--- config.mk ---
export PLATFORM = sky130hd
export DESIGN_NAME = power_button_wake_control
export DESIGN_NICKNAME = d
export VERILOG_FILES = /design/src/press_timer.v /design/src/power_button_wake_control.v
export VERILOG_INCLUDE_DIRS = /design/src /design/src/pkg
export SDC_FILE = /design/constraint.sdc
export NUM_CORES = 1
export LEC_CHECK = 0
export BUFFER_PORTS_ARGS = -buffer_cell sky130_fd_sc_hd__buf_2
export CAP_MARGIN = 20
export CORE_AREA = 2 2 142 144
export DETAILED_ROUTE_END_ITERATION = 7
export DIE_AREA = 0 0 144 146
export PLACE_DENSITY_LB_ADDON = 0.3
export SLEW_MARGIN = 30
export SYNTH_ARGS = -nofsm -noshare
export SYNTH_HDL_FRONTEND = slang
export SYNTH_HIERARCHICAL = 1
export SYNTH_SLANG_ARGS = --single-unit
--- constraint.sdc ---
create_clock -name ref_clk_i -period 2.1 [get_ports ref_clk_i]
set_input_delay 0.105 -clock ref_clk_i [delete_from_list [all_inputs] [get_ports ref_clk_i]]
set_output_delay 0.105 -clock ref_clk_i [all_outputs]
set_load 0.02 [all_outputs]
--- src/pkg/pwr_wake_defines.vh ---
`ifndef PWR_WAKE_DEFINES_VH
`define PWR_WAKE_DEFINES_VH

// ----------------------------------------------------------------------------
// Timing
// ----------------------------------------------------------------------------
`define CLK_HZ 25000000
`define SHORT_PRESS_S 4
`define LONG_PRESS_S 6
`define DEBOUNCE_US 20
`define DEBOUNCE_CYC ((`DEBOUNCE_US * (`CLK_HZ / 1000000)) < 1 ? 1 : (`DEBOUNCE_US * (`CLK_HZ / 1000000)))
`define SHORT_PRESS_CYC (`SHORT_PRESS_S * `CLK_HZ)
`define LONG_PRESS_CYC (`LONG_PRESS_S * `CLK_HZ)
`define SETTLE_MS 100
`define SETTLE_CYC (`SETTLE_MS * (`CLK_HZ / 1000))

// ----------------------------------------------------------------------------
// System states
// ----------------------------------------------------------------------------
`define ST_W 3
`define ST_OFF 3'h0
`define ST_S0 3'h1
`define ST_S3 3'h2
`define ST_S4 3'h3
`define ST_S5 3'h4

// ----------------------------------------------------------------------------
// Indicator colours
// ----------------------------------------------------------------------------
`define LED_W 2
`define LED_DARK 2'h0
`define LED_GREEN 2'h1
`define LED_AMBER 2'h2

`endif

--- src/press_timer.v ---
`timescale 1ns/1ps
`default_nettype none
`include "pwr_wake_defines.vh"

// Debounces the power switch, pulses short_o at a quick release and long_o while still held past the long limit.
module press_timer #(
  parameter DEB_CYC = `DEBOUNCE_CYC,
  parameter SHORT_CYC = `SHORT_PRESS_CYC,
  parameter LONG_CYC = `LONG_PRESS_CYC
) (
  input wire ref_clk_i, // Clock.
  input wire rst_n_i, // Synchronous reset, active low.
  input wire ce_i, // Clock enable.
  input wire btn_n_i, // Raw switch, low while pressed.
  output reg short_o, // Pulse: released before the short limit.
  output reg long_o // Pulse: held past the long limit.
);
  reg [31:0] deb_cnt_r;
  reg [31:0] hold_cnt_r;
  reg pressed_r;
  reg long_done_r;

  always @(posedge ref_clk_i)
  begin
    if (!rst_n_i)
    begin
      deb_cnt_r <= 32'h0;
      hold_cnt_r <= 32'h0;
      pressed_r <= 1'b0;
      long_done_r <= 1'b0;
      short_o <= 1'b0;
      long_o <= 1'b0;
    end
    else if (ce_i)
    begin
      short_o <= 1'b0;
      long_o <= 1'b0;
      if ((!btn_n_i) == pressed_r)
        deb_cnt_r <= 32'h0;
      else if (deb_cnt_r >= DEB_CYC - 1)
      begin
        deb_cnt_r <= 32'h0;
        pressed_r <= !btn_n_i;
        if (pressed_r && !long_done_r && hold_cnt_r < SHORT_CYC)
          short_o <= 1'b1;
        hold_cnt_r <= 32'h0;
        long_done_r <= 1'b0;
      end
      else
        deb_cnt_r <= deb_cnt_r + 32'h1;
      if (pressed_r && !long_done_r && (!btn_n_i) == pressed_r)
      begin
        hold_cnt_r <= hold_cnt_r + 32'h1;
        if (hold_cnt_r >= LONG_CYC - 1)
        begin
          long_o <= 1'b1;
          long_done_r <= 1'b1;
        end
      end
    end
  end
endmodule
`default_nettype wire

--- src/power_button_wake_control.v ---
`timescale 1ns/1ps
`default_nettype none
`include "pwr_wake_defines.vh"

// What this block does
// - Short press: off to on, sleep to on, on to sleep or off by setting.
// - Hold past six seconds while on or sleeping forces soft-off.
// - Next state depends on present state and measured press length.
// - Network and PCIe wake from S3, S4, S5; USB wake only from S3.
// - Network and PCIe wakes ignored right after AC return until settled.
// - On AC return restore prior on/off state unless configuration overrides.
// - Main supply stays disabled in S3.
// - In S3 indicator amber if two-colour, dark if single-colour.
// - Permitted wake in S3 returns to the last working state.
// - USB bus activity wakes the system from S3.
// - Real-time clock alarm wakes the system from S5.
module power_button_wake_control #(
  parameter DEB_CYC = `DEBOUNCE_CYC,
  parameter SHORT_CYC = `SHORT_PRESS_CYC,
  parameter LONG_CYC = `LONG_PRESS_CYC,
  parameter SETTLE_CYC = `SETTLE_CYC
) (
  input wire ref_clk_i, // Clock, 25 MHz.
  input wire rst_n_i, // Synchronous reset, active low.
  input wire ce_i, // Clock enable, freezes state when low.
  input wire btn_n_i, // Power switch, low while pressed.
  input wire lan_wake_i, // Network wake request, active high.
  input wire pcie_wake_n_i, // PCIe wake, active low.
  input wire usb_wake_i, // USB bus activity, active high.
  input wire rtc_alarm_i, // Real-time clock alarm reached, active high.
  input wire os_sleep_i, // OS request: enter sleep, pulse.
  input wire os_sleep_s4_i, // With os_sleep_i: sleep to disk rather than RAM.
  input wire os_off_i, // OS request: soft-off, pulse.
  input wire cfg_btn_off_i, // Short press while on goes to soft-off, else S3.
  input wire cfg_restore_en_i, // Restore last state after AC loss.
  input wire cfg_ac_on_i, // Forced state after AC loss when restore is off.
  input wire last_on_i, // Battery-kept record: system was on at AC loss.
  input wire led_dual_i, // Two-colour indicator fitted.
  output reg psu_on_o, // Main supply enable.
  output reg [`LED_W-1:0] led_o, // Indicator colour.
  output reg sleep_o, // High while in S3 or S4.
  output reg [`ST_W-1:0] state_o, // Present system state.
  output reg last_on_o // Record of on state for the battery store.
);
  // --------------------------------------------------------------------------
  // Press timing
  // --------------------------------------------------------------------------
  wire short_p;
  wire long_p;

  press_timer #(
    .DEB_CYC(DEB_CYC),
    .SHORT_CYC(SHORT_CYC),
    .LONG_CYC(LONG_CYC)
  ) u_press (
    .ref_clk_i(ref_clk_i),
    .rst_n_i(rst_n_i),
    .ce_i(ce_i),
    .btn_n_i(btn_n_i),
    .short_o(short_p),
    .long_o(long_p)
  );

  // --------------------------------------------------------------------------
  // Wake qualification
  // --------------------------------------------------------------------------
  reg [`ST_W-1:0] state_r;
  reg [`ST_W-1:0] state_nxt;
  reg boot_r;
  reg [31:0] settle_cnt_r;
  reg settled_r;
  wire pcie_wake;
  wire net_wake;
  wire wake_s3;
  wire wake_s4;
  wire wake_s5;
  wire restore_on;

  assign pcie_wake = !pcie_wake_n_i;

  // Network and PCIe sources stay masked until standby has settled after AC return.
  assign net_wake = settled_r && (lan_wake_i || pcie_wake);

  // USB activity only counts in S3, the alarm only in S5.
  assign wake_s3 = short_p || net_wake || usb_wake_i;
  assign wake_s4 = short_p || net_wake;
  assign wake_s5 = short_p || net_wake || rtc_alarm_i;

  // The restore setting picks the battery record, otherwise the forced choice wins.
  assign restore_on = cfg_restore_en_i ? last_on_i : cfg_ac_on_i;

  // --------------------------------------------------------------------------
  // Next state
  // --------------------------------------------------------------------------
  always @*
  begin
    state_nxt = state_r;
    case (state_r)
      `ST_OFF:
      begin
        if (restore_on)
          state_nxt = `ST_S0;
        else
          state_nxt = `ST_S5;
      end
      `ST_S0:
      begin
        if (long_p)
          state_nxt = `ST_S5;
        else if (short_p && cfg_btn_off_i)
          state_nxt = `ST_S5;
        else if (short_p)
          state_nxt = `ST_S3;
        else if (os_off_i)
          state_nxt = `ST_S5;
        else if (os_sleep_i && os_sleep_s4_i)
          state_nxt = `ST_S4;
        else if (os_sleep_i)
          state_nxt = `ST_S3;
      end
      `ST_S3:
      begin
        if (long_p)
          state_nxt = `ST_S5;
        else if (wake_s3)
          state_nxt = `ST_S0;
      end
      `ST_S4:
      begin
        if (long_p)
          state_nxt = `ST_S5;
        else if (wake_s4)
          state_nxt = `ST_S0;
      end
      `ST_S5:
      begin
        if (wake_s5)
          state_nxt = `ST_S0;
      end
      default:
        state_nxt = `ST_S5;
    endcase
  end

  // --------------------------------------------------------------------------
  // State register
  // --------------------------------------------------------------------------
  // The boot flag holds the restore decision back one cycle after AC return,
  // so the configuration and record inputs are settled when they are used.
  always @(posedge ref_clk_i)
  begin
    if (!rst_n_i)
    begin
      state_r <= `ST_OFF;
      boot_r <= 1'b1;
    end
    else if (ce_i)
    begin
      boot_r <= 1'b0;
      if (!boot_r)
        state_r <= state_nxt;
    end
  end

  // --------------------------------------------------------------------------
  // Settle timer
  // --------------------------------------------------------------------------
  always @(posedge ref_clk_i)
  begin
    if (!rst_n_i)
    begin
      settle_cnt_r <= 32'h0;
      settled_r <= 1'b0;
    end
    else if (ce_i && !settled_r)
    begin
      settle_cnt_r <= settle_cnt_r + 32'h1;
      if (settle_cnt_r >= SETTLE_CYC - 1)
        settled_r <= 1'b1;
    end
  end

  // --------------------------------------------------------------------------
  // Supply, sleep and state outputs
  // --------------------------------------------------------------------------
  always @(posedge ref_clk_i)
  begin
    if (!rst_n_i)
    begin
      psu_on_o <= 1'b0;
      sleep_o <= 1'b0;
      state_o <= `ST_OFF;
    end
    else if (ce_i)
    begin
      psu_on_o <= (state_r == `ST_S0);
      sleep_o <= (state_r == `ST_S3) || (state_r == `ST_S4);
      state_o <= state_r;
    end
  end

  // --------------------------------------------------------------------------
  // Indicator
  // --------------------------------------------------------------------------
  always @(posedge ref_clk_i)
  begin
    if (!rst_n_i)
      led_o <= `LED_DARK;
    else if (ce_i)
    begin
      if (state_r == `ST_S0)
        led_o <= `LED_GREEN;
      else if (state_r == `ST_S3 && led_dual_i)
        led_o <= `LED_AMBER;
      else
        led_o <= `LED_DARK;
    end
  end

  // --------------------------------------------------------------------------
  // On-state record
  // --------------------------------------------------------------------------
  always @(posedge ref_clk_i)
  begin
    if (!rst_n_i)
      last_on_o <= 1'b0;
    else if (ce_i)
    begin
      if (state_r == `ST_S0)
        last_on_o <= 1'b1;
      else if (state_r == `ST_S5 || state_r == `ST_S4)
        last_on_o <= 1'b0;
    end
  end
endmodule
`default_nettype wire

==> results.md <==
- WP data arrival: 2.26 ns
- Synthesized Nets: 696
- DR vias/cell: 5.24
- Max rail drop VDD: 0.000358 V
- Worst path required time: 2.40 ns
- Clock root cell: clkbuf_16
- XOR/XNOR Fraction of Synth Area: 0.0454
- Initial Util: 0.299
- Setup TNS: 0 ns
- Core area: 19300 sq um
- Max FO, Critical Path: 6
- CTS tree: built
- CP Cell Sequence: and4_4 > nand3_2 > or4_4 > or4_1 > a21oi_1
- Seq cells post-synth: 112
- FMAX: 0.510 GHz
- Post-Syn Area: 5780 sq um
- Final Cycle Share: 0.934
- Pin count of the biggest net entering global routing: 63
- First-pass GRT wire length: 23700 um
- Dpl cell area: 6350 sq um
- CTS Buffer Depth: 2
- EDFF count, synth: 0
- Final RePlAce weighted congestion: 0.797
- Clock period minus worst slack: 1.96 ns
- Post-layout util: 0.347
- Vias: 5143
- Syn Inst Count: 677
- Cell variety after synth: 70
- CP Launch Type: register
- Largest family of logic cells by synthesized area: simple AND/OR/NAND/NOR gates
- GR Overflow Total: 0
- CTS buffer count: 9
- Ys flop type: dfxtp_1
- DIE WIDTH: 144 um
- Setup violators final: 0
- Clk_skew: 0.00814 ns
- Post-synthesis adder-cell area fraction: 0.00649
- Port-buffer cells: 23
- Mean area per synthesized cell: 8.54 sq um
- Outcome: complete, no violations
- Slowest-stage cell, CP: or4_4
- CTS H-tree depth: 3
- Slowest stage delay, CP: 0.51 ns
- Sequential Area: 2240 sq um
- Final Non-Filler Cells: 982
- Clk_lat worst skew: 0.36 ns
- Post-route DRC: 0
- Critical path type: register to register
- Hold Path Class: input port to register
- Vias in the first global route: 4700
- Synth-to-layout area growth: 16.2%
- Worst slew margin: 0.653
- Final net count: 731
- DRT antenna net count: 0
- Multiplexer area fraction after synthesis: 0.0262
- Boundary Pins: 24
- Dominant cells by area after synthesis: dfxtp_1 39%, a21oi_1 4.4%, o31ai_1 4.4%
- LEAKAGE: 2.21 nW
- Die Ht: 146 um
- Placed Cells: 964
- Synth warn: 6
- Synth top area share: 0.388
- Iter 0 DRT Violations: 252
- Maxcap violations: 0
- Pre-antenna DRT Iters: 5
- Multi-input logic area: 3300 sq um
- Final Cell Area: 6720 sq um
- Antenna violations before repair: 1
- GRT Total Usage: 0.138
- Worst-path clk slew: 0.08 ns
- Pwr Density: 629 nW/um^2
- WL/cell: 14.1 um
- Clk sinks: 112
- Seq/Total Area, Yosys: 0.388
- Row Count: 51
- Compound-gate portion of the synthesized area: 0.155
- DRT Wirelength: 13800 um
- # fillers: 2025
- Crit path capture type: register
- Fraction of layout cells with a size suffix above 1: 0.149
- Worst Tran Pin Value: 0.516 ns
- Max-slew violation count: 0
- Number of antenna diodes: 0
- HPWL after detailed placement: 9620 um
- Post-synth ARST share: 0
- Largest area contributor in the synthesized netlist: dfxtp_1
- Final Hold Vio Count: 0
- Full die area: 21000 sq um
- Simple-gate share of the synthesized area: 0.333
==> what timing repair did <==
| item | 4_1_cts | 5_1_grt |
|---|---|---|
| gates resized for setup | 0 | 7 |
| hold buffers | 0 | 0 |
| buffers inserted | 0 | 2 |
| setup endpoints to repair | 0 | 32 |
==> metrics by stage <==
step | total power [mW] | hold WS, ns | setup slack, ns
finish | 4.22 | 0.0399 | 0.138
global route | 4.40 | 0.0362 | -0.00346
CTS | 4.29 | 0.0270 | 0.0480
detailed placement | 2.38 | 0.416 | 0.0519
global placement | 2.38 | 0.413 | 0.103
floorplan | 2.31 | 0.283 | 0.204
==> area by class of cell <==
cell class / count / share of cell area
Sequential cell: 112 / 0.334
Multi-Input combinational cell: 509 / 0.491
Tap cell: 265 / 0.0494
Inverter: 17 / 0.00950
Timing Repair Buffer: 63 / 0.0674
Clock inverter: 6 / 0.0134
Clock buffer: 10 / 0.0356
==> worst paths after layout <==
path	start	slack, ns	to	depth (start not counted)
max	u_press/hold_cnt_r[15]$_SDFFE_PN0P_	0.14	u_press/hold_cnt_r[26]$_SDFFE_PN0P_	5
min	led_dual_i	0.04	led_o[1]$_SDFFE_PN0P_	3
max reg2reg	u_press/hold_cnt_r[15]$_SDFFE_PN0P_	0.14	u_press/hold_cnt_r[26]$_SDFFE_PN0P_	5
min reg2reg	led_o[1]$_SDFFE_PN0P_	0.48	led_o[1]$_SDFFE_PN0P_	2
==> layer usage <==
metal  vias to the layer above  GRT usage  wire [um]
li1                       2641          -          -
met1                      2429      0.196       7120
met2                        60      0.206       6070
met3                        11     0.0378        486
met4                         2     0.0338        128
met5                         -          0         16
==> registers in the layout (all words and copies together) (netlist names), 2 cells and up <==
signal / count
settle_cnt_r: 32
u_press/deb_cnt_r: 32
u_press/hold_cnt_r: 32
state_o: 3
state_r: 3
led_o: 2
==> critical path, delay by kind of cell (launching register included) <==
family | cells | cell delay (ns)
AND/OR/NAND/NOR | 4 | 1.35
flip-flops | 1 | 0.41
AO/OA/AOI/OAI | 1 | 0.14
==> cell families (layout without fill, tap and decap cells) <==
kind of cell | after synthesis | after routing
flip-flops | 112 | 112
multiplexers | 15 | 15
buffers and inverters | 56 | 96
AO/OA/AOI/OAI | 137 | 137
AND/OR/NAND/NOR | 324 | 324
XOR/XNOR | 30 | 30
adder cells (fa/ha/maj) | 3 | 3
==> where the power goes <==
group          leakage, nW  switching, mW  internal (mW)
clock                0.159          0.811           1.08
combinational         1.15          0.108         0.0711
sequential           0.904         0.0150           2.13
==> cells in the mapped netlist (3+ instances only) <==
library cell	instances
dfxtp_1	112
nor2_1	65
a21oi_1	51
nand2_1	39
nand3_1	37
o31ai_1	34
or4_1	33
nand4_1	32
clkbuf_1	21
nor4_1	21
and4_1	17
inv_1	16
o21ai_0	16
xor2_1	16
mux2i_1	14
xnor2_1	14
or3_1	13
and3_1	9
nand2b_1	9
buf_2	8
nor3_1	8
a31oi_1	7
and2_1	7
buf_4	4
buf_6	4
o311ai_0	4
o41ai_1	4
and4_4	3
ha_1	3
nand3b_1	3
nand4b_1	3
nor3b_1	3
o211ai_1	3
==> cell usage in the layout (no fill, tap or decap), drive strengths merged, types with 4 or more instances in the layout <==
cell | Yosys | layout
inv | 16 | 17
and2 | 8 | 8
o21ai | 18 | 18
nand4 | 35 | 35
or4 | 34 | 34
nand2b | 9 | 9
clkbuf | 21 | 10
nor3 | 9 | 9
buf | 18 | 63
o311ai | 4 | 4
nand2 | 39 | 39
and3 | 9 | 9
nand3 | 38 | 38
dfxtp | 112 | 112
or3 | 15 | 15
nor2 | 65 | 65
xnor2 | 14 | 14
xor2 | 16 | 16
a21oi | 51 | 51
mux2i | 14 | 14
o31ai | 34 | 34
nor4 | 23 | 23
o41ai | 4 | 4
and4 | 20 | 20
a31oi | 7 | 7
(Power assumes the default switching activity.)
